## src/logic/cprs_pkg.sv

```systemverilog
`default_nettype none
package cprs_pkg;
  localparam int          DW         = 16;
  localparam logic [3:0]  REG_ACC    = 4'h0;
  localparam logic [3:0]  REG_INDEX  = 4'h1;
  localparam logic [3:0]  REG_STACK  = 4'h2;
  localparam logic [3:0]  REG_IPTR   = 4'h3;
  localparam logic [3:0]  REG_FLAGS  = 4'h4;
  localparam logic [3:0]  REG_STATUS = 4'h5;
  localparam int          FLG_C      = 0;
  localparam int          FLG_Z      = 1;
  localparam int          FLG_N      = 2;
  localparam int          FLG_I      = 3;
  localparam int          FLG_H      = 4;
  localparam logic [4:0]  FLG_RESET  = 5'h08;
  localparam logic [2:0]  FLG_UPPER  = 3'h7;
  localparam logic [12:0] SP_RESET   = 13'h00ff;
  localparam logic [6:0]  SP_FIXED   = 7'h03;
  localparam logic [12:0] PC_RESET   = 13'h0000;
  localparam logic [3:0]  MUL_CYCLES = 4'hb;
  localparam logic [3:0]  MUL_LAST   = MUL_CYCLES - 4'h2;
  localparam logic [3:0]  MUL_STEPS  = 4'h8;
  localparam logic [3:0]  CALL_BYTES = 4'h2;
  localparam logic [3:0]  INT_BYTES  = 4'h5;

  typedef enum logic [1:0] {
    IDX_NONE = 2'h0,
    IDX_OFF8 = 2'h1,
    IDX_OFF16 = 2'h2
  } cprs_idx_t;

  typedef enum logic [4:0] {
    OP_NOP, OP_ADD, OP_ADC, OP_SUB, OP_SBC, OP_AND, OP_ORA, OP_EOR,
    OP_LDA, OP_LDX, OP_ASL, OP_LSR, OP_ROL, OP_ROR, OP_BTST,
    OP_PUSH, OP_PULL, OP_CALL, OP_INTENT, OP_IRET, OP_REINIT,
    OP_FETCH, OP_JUMP, OP_CLI, OP_SEI, OP_MUL
  } cprs_op_t;

  typedef enum logic [3:0] {
    ST_IDLE   = 4'h1,
    ST_MUL    = 4'h2,
    ST_STACK  = 4'h4,
    ST_VECTOR = 4'h8
  } cprs_st_t;

  typedef struct packed {
    logic [3:0]    addr;
    logic [DW-1:0] wdata;
    logic          wr;
    logic          rd;
  } cprs_bus_t;

  typedef struct packed {
    logic       valid;
    cprs_op_t   code;
    logic [7:0] operand;
    logic [15:0] disp;
    cprs_idx_t  idx_mode;
  } cprs_cmd_t;

  typedef struct packed {
    cprs_st_t      st;
    logic [7:0]    acc;
    logic [7:0]    idx;
    logic [12:0]   sp;
    logic [12:0]   pc;
    logic [4:0]    flg;
    logic [3:0]    cnt;
    logic          push;
    logic          entry;
    logic [15:0]   prod;
    logic [DW-1:0] rdata;
    logic [15:0]   stack_addr;
    logic          stack_strobe;
    logic          vector_fetch;
    logic          int_start;
    logic [15:0]   operand_addr;
    logic          busy;
  } cprs_state_t;
endpackage : cprs_pkg
`default_nettype wire

```

## src/logic/cprs_regs.sv

```systemverilog
`default_nettype none
module cprs_regs
  import cprs_pkg::*;
(
  // Clock, reset and freeze.
  input  wire logic          clk_sys,
  input  wire logic          reset,
  input  wire logic          clk_en,
  // Register port.
  input  wire cprs_bus_t     bus,
  output logic [DW-1:0]      rdata,
  // Operations from the sequencer.
  input  wire cprs_cmd_t     cmd,
  output logic               busy,
  // Interrupt inputs and outputs.
  input  wire logic          irq_latch,
  input  wire logic          timer_req,
  input  wire logic          instr_end,
  output logic               int_start,
  output logic               vector_fetch,
  // Memory-side addresses.
  output logic [15:0]        stack_addr,
  output logic               stack_strobe,
  output logic               stack_push,
  output logic [15:0]        operand_addr,
  output logic [15:0]        code_addr
);

  cprs_state_t s;
  cprs_state_t next_s;

  localparam cprs_state_t ST_RST = '{
    st: ST_IDLE, acc: 8'h00, idx: 8'h00, sp: SP_RESET, pc: PC_RESET,
    flg: FLG_RESET, cnt: 4'h0, push: 1'b0, entry: 1'b0, prod: 16'h0000,
    rdata: 16'h0000, stack_addr: 16'h0000, stack_strobe: 1'b0,
    vector_fetch: 1'b0, int_start: 1'b0, operand_addr: 16'h0000, busy: 1'b0};

  logic       irq_req;
  logic [7:0] opb;
  logic       cin;
  logic       is_sub;
  logic [8:0] sum9;
  logic [4:0] half5;
  logic [8:0] mstep;
  logic [5:0] sp_dn;
  logic [5:0] sp_up;

  assign irq_req = irq_latch | timer_req;
  // Subtract is the adder fed with the inverted operand and carry in.
  assign is_sub  = (cmd.code == OP_SUB) || (cmd.code == OP_SBC);
  assign opb     = is_sub ? ~cmd.operand : cmd.operand;
  assign sum9    = {1'b0, s.acc} + {1'b0, opb} + {8'h00, cin};
  assign half5   = {1'b0, s.acc[3:0]} + {1'b0, opb[3:0]} + {4'h0, cin};
  assign mstep   = {1'b0, s.prod[15:8]} + {1'b0, (s.prod[0] ? s.idx : 8'h00)};
  // Only the six low bits move, so deep nesting silently wraps.
  assign sp_dn   = s.sp[5:0] - 6'h01;
  assign sp_up   = s.sp[5:0] + 6'h01;

  always_comb begin
    case (cmd.code)
      OP_ADC:  cin = s.flg[FLG_C];
      OP_SUB:  cin = 1'b1;
      OP_SBC:  cin = ~s.flg[FLG_C];
      default: cin = 1'b0;
    endcase
  end

  always_comb begin
    next_s              = s;
    next_s.stack_strobe = 1'b0;
    next_s.vector_fetch = 1'b0;
    next_s.int_start    = 1'b0;
    case (s.st)
      ST_IDLE: begin
        next_s.int_start = instr_end & irq_req & ~s.flg[FLG_I];
        case (cmd.idx_mode)
          IDX_NONE:  next_s.operand_addr = {8'h00, s.idx};
          IDX_OFF8:  next_s.operand_addr = {8'h00, s.idx} + {8'h00, cmd.disp[7:0]};
          IDX_OFF16: next_s.operand_addr = {8'h00, s.idx} + cmd.disp;
          default:   next_s.operand_addr = {8'h00, s.idx};
        endcase
        if (cmd.valid) begin
          case (cmd.code)
            OP_ADD, OP_ADC, OP_SUB, OP_SBC: begin
              next_s.acc = sum9[7:0];
              next_s.flg[FLG_C] = is_sub ? ~sum9[8] : sum9[8];
              if (!is_sub) begin
                next_s.flg[FLG_H] = half5[4];
              end
              next_s.flg[FLG_N] = sum9[7];
              next_s.flg[FLG_Z] = (sum9[7:0] == 8'h00);
            end
            OP_AND, OP_ORA, OP_EOR, OP_LDA: begin
              case (cmd.code)
                OP_AND:  next_s.acc = s.acc & cmd.operand;
                OP_ORA:  next_s.acc = s.acc | cmd.operand;
                OP_EOR:  next_s.acc = s.acc ^ cmd.operand;
                default: next_s.acc = cmd.operand;
              endcase
              next_s.flg[FLG_N] = next_s.acc[7];
              next_s.flg[FLG_Z] = (next_s.acc == 8'h00);
            end
            OP_LDX: begin
              next_s.idx = cmd.operand;
              next_s.flg[FLG_N] = cmd.operand[7];
              next_s.flg[FLG_Z] = (cmd.operand == 8'h00);
            end
            OP_ASL, OP_LSR, OP_ROL, OP_ROR: begin
              case (cmd.code)
                OP_ASL:  next_s.acc = {s.acc[6:0], 1'b0};
                OP_LSR:  next_s.acc = {1'b0, s.acc[7:1]};
                OP_ROL:  next_s.acc = {s.acc[6:0], s.flg[FLG_C]};
                default: next_s.acc = {s.flg[FLG_C], s.acc[7:1]};
              endcase
              next_s.flg[FLG_C] = (cmd.code == OP_ASL || cmd.code == OP_ROL) ?
                                  s.acc[7] : s.acc[0];
              next_s.flg[FLG_N] = next_s.acc[7];
              next_s.flg[FLG_Z] = (next_s.acc == 8'h00);
            end
            OP_BTST: next_s.flg[FLG_C] = cmd.operand[cmd.disp[2:0]];
            OP_PUSH, OP_CALL, OP_INTENT: begin
              next_s.st    = ST_STACK;
              next_s.push  = 1'b1;
              next_s.entry = (cmd.code == OP_INTENT);
              next_s.cnt   = (cmd.code == OP_PUSH) ? 4'h1 :
                             (cmd.code == OP_CALL) ? CALL_BYTES : INT_BYTES;
              next_s.busy  = 1'b1;
            end
            OP_PULL, OP_IRET: begin
              next_s.st    = ST_STACK;
              next_s.push  = 1'b0;
              next_s.entry = 1'b0;
              next_s.cnt   = (cmd.code == OP_PULL) ? 4'h1 : INT_BYTES;
              next_s.busy  = 1'b1;
              if (cmd.code == OP_IRET) begin
                next_s.flg = cmd.operand[4:0];
              end
            end
            OP_REINIT: next_s.sp = SP_RESET;
            OP_FETCH:  next_s.pc = s.pc + 13'h0001;
            OP_JUMP:   next_s.pc = cmd.disp[12:0];
            OP_CLI:    next_s.flg[FLG_I] = 1'b0;
            OP_SEI:    next_s.flg[FLG_I] = 1'b1;
            OP_MUL: begin
              next_s.st   = ST_MUL;
              next_s.cnt  = 4'h0;
              next_s.prod = {8'h00, s.acc};
              next_s.busy = 1'b1;
            end
            default: ;
          endcase
        end
      end
      ST_MUL: begin
        // One shift-add per cycle keeps the adder to eight bits wide.
        next_s.cnt = s.cnt + 4'h1;
        if (s.cnt < MUL_STEPS) begin
          next_s.prod = {mstep, s.prod[7:1]};
        end
        if (s.cnt == MUL_LAST) begin
          next_s.idx        = s.prod[15:8];
          next_s.acc        = s.prod[7:0];
          next_s.flg[FLG_H] = 1'b0;
          next_s.flg[FLG_C] = 1'b0;
          next_s.st         = ST_IDLE;
          next_s.busy       = 1'b0;
        end
      end
      ST_STACK: begin
        next_s.stack_strobe = 1'b1;
        if (s.push) begin
          next_s.stack_addr = {3'b000, SP_FIXED, s.sp[5:0]};
          next_s.sp         = {SP_FIXED, sp_dn};
        end else begin
          next_s.stack_addr = {3'b000, SP_FIXED, sp_up};
          next_s.sp         = {SP_FIXED, sp_up};
        end
        next_s.cnt = s.cnt - 4'h1;
        if (s.cnt == 4'h1) begin
          next_s.st   = s.entry ? ST_VECTOR : ST_IDLE;
          next_s.busy = s.entry;
        end
      end
      ST_VECTOR: begin
        // The mask is raised only once every byte of state is stacked.
        next_s.flg[FLG_I]   = 1'b1;
        next_s.vector_fetch = 1'b1;
        next_s.entry        = 1'b0;
        next_s.st           = ST_IDLE;
        next_s.busy         = 1'b0;
      end
      default: begin
        next_s = ST_RST;
      end
    endcase
    if (bus.wr) begin
      case (bus.addr)
        REG_ACC:   next_s.acc = bus.wdata[7:0];
        REG_INDEX: next_s.idx = bus.wdata[7:0];
        REG_STACK: next_s.sp  = {SP_FIXED, bus.wdata[5:0]};
        REG_IPTR:  next_s.pc  = bus.wdata[12:0];
        // The mask bit is kept: software clears it only through an operation.
        REG_FLAGS: next_s.flg = {bus.wdata[4], s.flg[FLG_I], bus.wdata[2:0]};
        default: ;
      endcase
    end
    if (bus.rd) begin
      case (bus.addr)
        REG_ACC:    next_s.rdata = {8'h00, s.acc};
        REG_INDEX:  next_s.rdata = {8'h00, s.idx};
        REG_STACK:  next_s.rdata = {3'b000, SP_FIXED, s.sp[5:0]};
        REG_IPTR:   next_s.rdata = {3'b000, s.pc};
        REG_FLAGS:  next_s.rdata = {8'h00, FLG_UPPER, s.flg};
        REG_STATUS: next_s.rdata = {13'h0000, irq_req & s.flg[FLG_I], s.int_start,
                                    s.busy};
        default:    next_s.rdata = 16'h0000;
      endcase
    end
  end

  always_ff @(posedge clk_sys or posedge reset) begin
    if (reset) begin
      s <= ST_RST;
    end else if (clk_en) begin
      s <= next_s;
    end
  end

  assign rdata        = s.rdata;
  assign busy         = s.busy;
  assign int_start    = s.int_start;
  assign vector_fetch = s.vector_fetch;
  assign stack_addr   = s.stack_addr;
  assign stack_strobe = s.stack_strobe;
  assign stack_push   = s.push;
  assign operand_addr = s.operand_addr;
  assign code_addr    = {3'b000, s.pc};

  stack_range_a: assert property (@(posedge clk_sys) disable iff (reset)
    stack_strobe |-> stack_addr[15:6] == 10'h003)
    else $error("stack address outside its page");
  flag_upper_a: assert property (@(posedge clk_sys) disable iff (reset)
    (clk_en && bus.rd && bus.addr == REG_FLAGS) |=> rdata[7:5] == 3'b111)
    else $error("flag register upper bits not one");
  masked_hold_a: assert property (@(posedge clk_sys) disable iff (reset)
    (clk_en && s.flg[FLG_I]) |=> !int_start)
    else $error("interrupt started while masked");
  int_take_a: assert property (@(posedge clk_sys) disable iff (reset)
    (clk_en && s.st == ST_IDLE && instr_end && irq_req && !s.flg[FLG_I]) |=> int_start)
    else $error("pending unmasked interrupt not started");
  vector_mask_a: assert property (@(posedge clk_sys) disable iff (reset)
    vector_fetch |-> (s.flg[FLG_I] && $past(stack_strobe)))
    else $error("vector fetch without mask after pushes");
  mul_end_a: assert property (@(posedge clk_sys) disable iff (reset)
    (clk_en && s.st == ST_MUL && s.cnt == MUL_LAST) |=> !busy)
    else $error("multiply did not end on its last cycle");
  mul_busy_a: assert property (@(posedge clk_sys) disable iff (reset)
    (clk_en && s.st == ST_IDLE && cmd.valid && cmd.code == OP_MUL) |=> busy[*2])
    else $error("multiply not busy after start");
  pc_step_a: assert property (@(posedge clk_sys) disable iff (reset)
    (clk_en && s.st == ST_IDLE && cmd.valid && cmd.code == OP_FETCH && !bus.wr)
      |=> code_addr[12:0] == $past(code_addr[12:0]) + 13'h0001)
    else $error("instruction pointer did not advance by one");
  sp_reinit_a: assert property (@(posedge clk_sys) disable iff (reset)
    (clk_en && s.st == ST_IDLE && cmd.valid && cmd.code == OP_REINIT && !bus.wr)
      |=> s.sp == SP_RESET)
    else $error("stack pointer not reinitialised");
  index_zero_a: assert property (@(posedge clk_sys) disable iff (reset)
    (clk_en && s.st == ST_IDLE && cmd.idx_mode == IDX_NONE)
      |=> operand_addr == {8'h00, $past(s.idx)})
    else $error("unoffset indexed address wrong");

endmodule : cprs_regs
`default_nettype wire

```

## config.mk

```make
export PLATFORM = sky130hd
export DESIGN_NAME = cprs_regs
export DESIGN_NICKNAME = d
export VERILOG_FILES = /design/src/logic/cprs_pkg.sv /design/src/logic/cprs_regs.sv
export SDC_FILE = /design/constraint.sdc
export NUM_CORES = 1
export LEC_CHECK = 0
export BUFFER_PORTS_ARGS = -buffer_cell sky130_fd_sc_hd__buf_2
export CAP_MARGIN = 20
export CORE_ASPECT_RATIO = 1.4
export CORE_MARGIN = 2
export CORE_UTILIZATION = 35
export CTS_CLUSTER_SIZE = 30
export DETAILED_ROUTE_END_ITERATION = 10
export HOLD_SLACK_MARGIN = 0.05
export PLACE_DENSITY = 0.59
export SKIP_LAST_GASP = 1
export SLEW_MARGIN = 20
export SYNTH_ARGS = -nofsm -noshare
export SYNTH_HDL_FRONTEND = slang
export SYNTH_SLANG_ARGS = --single-unit
```

## constraint.sdc

```tcl
create_clock -name clk_sys -period 3.11 [get_ports clk_sys]
set_input_delay 0.311 -clock clk_sys [delete_from_list [all_inputs] [get_ports clk_sys]]
set_output_delay 0.311 -clock clk_sys [all_outputs]
set_load 0.01 [all_outputs]
```

Word-level counts from Yosys, hierarchy flattened
Cells that the tools add are included.
W data, S select, Z words.
{"block": "totals", "ff_bits": 125, "latchBits": 0, "ram_bits": 0, "rom_bits": 0, "in_bits": 60, "out_inout_bits": 69, "word_cells": 198, "n_memories": 0}
{"block": "op_classes", "add_sub_neg": 12, "multipliers": 0, "div_mod_pow": 0, "n_lt_le_gt_ge": 2, "eq_ne": 49, "n_shift": 0, "n_mux": 71, "bitwise": 16, "reduce_logical": 30}
{"operator": "$pmux W16 S3", "n": 2}
{"operator": "$mux W8", "n": 11}
{"operator": "$pmux W13 S6", "n": 1}
{"operator": "$mux W73", "n": 1}
{"operator": "$pmux W8 S3", "n": 3}
{"operator": "$pmux W17 S2", "n": 2}
{"operator": "$mux W16", "n": 4}
{"operator": "$pmux W13 S2", "n": 2}
{"operator": "$eq A5 B5 Y1 const B", "n": 10}
{"operator": "$mux W47", "n": 1}
{"operator": "$eq A5 B4 Y1 const B", "n": 8}
{"operator": "$mux W13", "n": 3}
{"operator": "$pmux W13 S3", "n": 1}
{"operator": "$logic_not A8 Y1", "n": 4}
{"operator": "$pmux W16 S2", "n": 1}
{"operator": "$add A8 B8 Y9", "n": 3}
{"operator": "$pmux W4 S3", "n": 2}
{"operator": "$eq A5 B3 Y1 const B", "n": 4}
{"operator": "$mux W20", "n": 1}
{"operator": "$add A8 B16 Y16", "n": 1}
{"operator": "$pmux W4 S4", "n": 1}
{"operator": "$reduce_or A4 Y1", "n": 4}
{"operator": "$pmux W1 S3", "n": 5}
{"operator": "$reduce_and A5 Y1", "n": 3}
{"operator": "49 further kinds", "n": 102}

Longest topological paths before layout
{"block": "logic_depth", "word_depth": 12, "ltp_mapped": 17, "ltp_nobuf": 14}

Worst setup path after synthesis
OpenSTA, ideal clock, no wires.
{"block": "synth_timing", "path_kind": "input -> register", "startpoint": "input cmd[26] in the netlist's numbering", "endpoint": "register s[75] in the netlist's numbering", "setup_ps": 110, "arrival_ps": 3251, "required_time_ps": 3000, "path_slack_ps": -251, "stages": 15, "path_buffers": 4, "cell_sequence": "buf_4 buf_2 buf_4 clkbuf_1 o21ai_0 o31ai_1 nand2_1 fa_1 fa_1 nor2b_1 o21a_1 nor2_1 xnor2_1 or4_1 o41ai_1"}
{"block": "synth_via", "elab_chain_len": 11, "elab_cells_between_ends": 41, "cone_classes": "add/sub (2); eq/ne (15); mux (16); reduce/logical (8)"}
{"item": "from (decl)", "line": "cprs_regs.sv:13", "source": "input wire cprs_cmd_t cmd,"}
{"item": "$eq A5 B2 Y1, or another cell as far along", "line": "cprs_regs.sv:50, cprs_regs.sv:60, cprs_regs.sv:83"}
{"item": "$logic_or A1 B1 Y1, or another cell as far along", "line": "cprs_regs.sv:50", "source": "assign is_sub = (cmd.code == OP_SUB) || (cmd.code == OP_SBC);"}
{"item": "$mux W8 (on tied branches)", "line": "cprs_regs.sv:51, cprs_regs.sv:83"}
{"item": "$add A8 B8 Y9 or $mux W8 (tied branches)", "line": "cprs_regs.sv:52, cprs_regs.sv:82"}
{"item": "$add A9 B1 Y9 or $mux W8 (tied branches)", "line": "cprs_regs.sv:52, cprs_regs.sv:73"}
{"item": "$logic_not A8 Y1 (on tied branches)", "line": "cprs_regs.sv:91, cprs_regs.sv:101, cprs_regs.sv:118"}
{"item": "$pmux W2 S5 (*)", "line": "cprs_regs.sv:83", "source": "case (cmd.code)"}
{"item": "$mux W73 (*)", "line": "cprs_regs.sv:82", "source": "if (cmd.valid) begin"}
{"item": "$pmux W2 S2 (*)", "line": "cprs_regs.sv:73", "source": "case (s.st)"}
{"item": "$mux W5", "line": "cprs_regs.sv:197", "source": "case (bus.addr)"}
{"item": "$mux W47 (*)", "line": "cprs_regs.sv:196", "source": "if (bus.wr) begin"}
{"item": "to (signal assigned)", "line": "cprs_regs.sv:225", "source": "s <= next_s;"}
{"item": "to (decl)", "line": "cprs_regs.sv:29", "source": "cprs_state_t s;"}
Every way passes the cells marked *; elsewhere a longest branch is shown, timed or not. The select of a mux whose other input is x is not followed.
A chain may end at the register's enable or synchronous reset.

Final worst setup path
{"block": "layout_timing", "startpoint": "register s[74] in the netlist's numbering", "endpoint": "register s[119] in the netlist's numbering"}
{"block": "layout_via", "elab_chain_len": 8}
{"item": "$not A1 Y1", "line": "cprs_regs.sv:63", "source": "OP_SBC: cin = ~s.flg[FLG_C];"}
{"item": "$pmux W1 S3 (*)", "line": "cprs_regs.sv:60", "source": "case (cmd.code)"}
{"item": "$add A9 B1 Y9 (*)", "line": "cprs_regs.sv:52", "source": "assign sum9 = {1'b0, s.acc} + {1'b0, opb} + {8'h00, cin};"}
{"item": "$pmux W8 S3 (*)", "line": "cprs_regs.sv:83"}
{"item": "$mux W73 (*)", "line": "cprs_regs.sv:82"}
{"item": "$pmux W16 S3 (*)", "line": "cprs_regs.sv:73"}
{"item": "$mux W8", "line": "cprs_regs.sv:197"}
{"item": "$mux W47 (*)", "line": "cprs_regs.sv:196"}
Marks and branches as above.

==> flow_summary.json <==
{
  "cp_max_fo": 3,
  "setup_violations": 0,
  "syn_avg_cell_area_um2": 8.03,
  "dieArea_um2": 28700,
  "rows": 71,
  "die_h_um": 200,
  "max-slew-margin-rel_pct": 46.5,
  "path_clk_slew_ns": 0.09,
  "gp_congestion": 0.954,
  "syn2layout_area_growth_pct": 11.3,
  "drtIter0Drc": 670,
  "fp.dieW_um": 144,
  "postCtsSetupRepairBufs": 0,
  "cp-end-kind": "flip-flop",
  "post_dp_cell_area_um2": 10300,
  "worstMarginPinSlew_ns": 0.803,
  "cts.sinks": 106,
  "start_util_pct": 35.6,
  "synth_edf_count": 0,
  "hpwl_um": 25300,
  "clockBufferDepth": 2,
  "cts_htree_levels": 3,
  "rsz0062_at_grt": "no",
  "ys_types": 87,
  "period_needed_ns": 2.91,
  "async_flop_share_pct": 100,
  "viasPerCell": 5.74,
  "required_ns": 3.36,
  "grt_max_degree": 50,
  "fin_util_pct": 39.6,
  "ant_nets": 0,
  "cts_tree": "done",
  "drv_slew": 0,
  "io-pin-count": 129,
  "grt_antenna_before_repair": 2,
  "hold_viol": 0,
  "fin_area_um2": 10600,
  "ys_seq_area_share_pct": 27.8,
  "core-area_um2": 26900,
  "cts_buffers": 9,
  "grt_use_total_pct": 23.0,
  "leakage_nw": 4.65,
  "drcViolationCount": 0,
  "drv_cap": 0,
  "fin_nets": 1367,
  "grt_pass1_wl_um": 51000,
  "finalCritPeriodShare_pct": 93.4,
  "hold_class": "in2async",
  "grt_pass1_vias": 8990,
  "overflow": 0,
  "peakVddDrop_mv": 0.285,
  "start_kind": "flip-flop",
  "drt-pass1-iter-count": 5,
  "outcome": "complete, no violations",
  "syn_inst": 1192,
  "num_vias": 9335,
  "crit_type": "reg2reg",
  "n_fill_cell": 2812,
  "cts-root-buf": "clkbuf_16",
  "dp_cells": 1610,
  "wl_per_cell_um": 20.2,
  "fin_cells": 1627,
  "dominantRegCellSynth": "dfrtp_1",
  "synth.ff_latch_count": 106,
  "finClkSkew_ns": 0.0157,
  "worstPathArrival_ns": 3.16,
  "clk_latency_ns": 0.37,
  "powerDensity_nw_per_um2": 502,
  "synth_area_um2": 9570,
  "totalWireLength_um": 32800,
  "max_freq_mhz": 344,
  "io_buffers": 111,
  "synth_warnings": 0,
  "drive_gt1_share_pct": 19.4
}
-- layout make-up --
| cell class | count | area (um2) | share of cell area, % |
|---|---|---|---|
| well taps | 365 | 457 | 4.29 |
| flip-flops and latches | 106 | 2660 | 25.0 |
| repair buffers | 174 | 1030 | 9.69 |
| multi-input cells | 915 | 6000 | 56.3 |
| inverters | 50 | 190 | 1.79 |
| clock inverters | 7 | 83.8 | 0.787 |
| clock buffers | 9 | 225 | 2.11 |
| diodes | 1 | 2.50 | 0.0235 |
-- layer usage --
layer / track usage, % / up-vias / share of wire (%)
met4: 11.0 / 2 / 4.5
met1: 28.7 / 4449 / 41
met3: 3.00 / 79 / 6.4
li1: - / 4396 / -
met2: 39.0 / 409 / 48
met5: 0 / - / 0.037
-- worst max-delay path, stage by stage (launching register included) --
cell      delay [ns]
dfrtp_1         0.44
o31ai_2         0.20
nand2_1         0.14
fa_2            0.38
fa_2            0.38
nor2b_2         0.12
o21a_1          0.14
buf_4           0.12
a311o_1         0.17
xor2_1          0.11
a221oi_2        0.26
nor3_1          0.08
a211o_1         0.27
-- flip-flops by register name (all words and copies together), names as in the netlist, 7 cells and up --
register,flops
code_addr,13
operand_addr,16
rdata,13
s,52
stack_addr,7
-- layout by cell type, fill, tap and decap left out, types with 6 or more instances in the layout --
master       n
mux2_2       9
xnor2_1     32
and3_1       9
a211oi_1     8
nor4_1      10
o21ai_0    125
a32oi_1      7
nand2b_1    13
nand3_1     27
o211ai_1     9
a221o_1      6
nor2b_1     14
buf_4       62
nand4_1      8
o21a_1       8
a22oi_1     43
a22o_1      12
a21oi_1     62
o22ai_1     12
dfstp_2      8
inv_1       49
nor3_1      23
o21ai_1      6
nor2_1      70
dfrtp_1     98
and2_1      16
a21o_1      12
buf_2      111
o31ai_1     20
xor2_1      13
mux2i_1     17
o221ai_1     8
a31oi_1     14
nand2_1    137
clkbuf_16    9
ha_1        47
conb_1      14
-- through the flow --
stage	TNS, ns	setup slack [ns]	hold slack (ns)	total power, mW
2_1_floorplan	-0.000408	-0.000408	0.450	3.38
3_3_place_gp	-0.403	-0.127	0.441	4.07
3_5_place_dp	-0.600	-0.171	0.445	4.09
4_1_cts	0	0.0359	0.0524	5.33
5_1_grt	0	0.00404	0.0851	5.67
6_report	0	0.204	0.0213	5.34
-- worst paths after layout --
path	from	to	slack (ns)	depth (start not counted)
min in group clk_sys	bus[13]	code_addr[11]	0.18	2
max	s[74]	s[119]	0.20	12
min	reset	code_addr[10]	0.02	2
max in group asynchronous	reset	s[93]	2.27	3
min reg2reg	operand_addr[9]	operand_addr[9]	0.47	2
max reg2reg	s[74]	s[119]	0.20	12
-- Yosys cell counts (all sizes together), types with 25 or more instances --
master | n | area share (%)
buf | 90 | 6.8
dfrtp | 98 | 26
a22oi | 43 | 3.4
clkbuf | 44 | 1.8
nand2 | 139 | 5.5
nor3 | 25 | 1.4
xnor2 | 33 | 3.0
o21ai | 133 | 7.0
a21oi | 62 | 3.2
ha | 47 | 6.1
nand3 | 27 | 1.4
nor2 | 74 | 3.0
inv | 50 | 2.0
-- power by group --
| part | leakage, nW | switching [mW] | total, mW | internal, mW |
|---|---|---|---|---|
| registers | 1.43 | 0.270 | 1.87 | 1.60 |
| logic | 3.07 | 1.38 | 2.23 | 0.855 |
| clock network | 0.149 | 0.596 | 1.24 | 0.642 |
-- cells by family after synthesis --
kind of cell | after synthesis | share of synthesized area (%)
AO/OA/AOI/OAI | 402 | 27.6
XOR/XNOR | 47 | 4.38
adder cells (fa/ha/maj) | 51 | 6.98
buffers and inverters | 184 | 10.5
flip-flops | 106 | 27.8
multiplexers | 29 | 3.54
other | 1 | 0.0392
AND/OR/NAND/NOR | 372 | 19.1
-- repair_timing --
| item | in CTS | in global routing |
|---|---|---|
| resized for setup | 0 | 7 |
| hold buffers | 0 | 0 |
| endpoints found under the hold margin | 0 | 0 |
| setup endpoints to repair | 0 | 6 |
No activity file was read; power rests on OpenSTA's default activity.
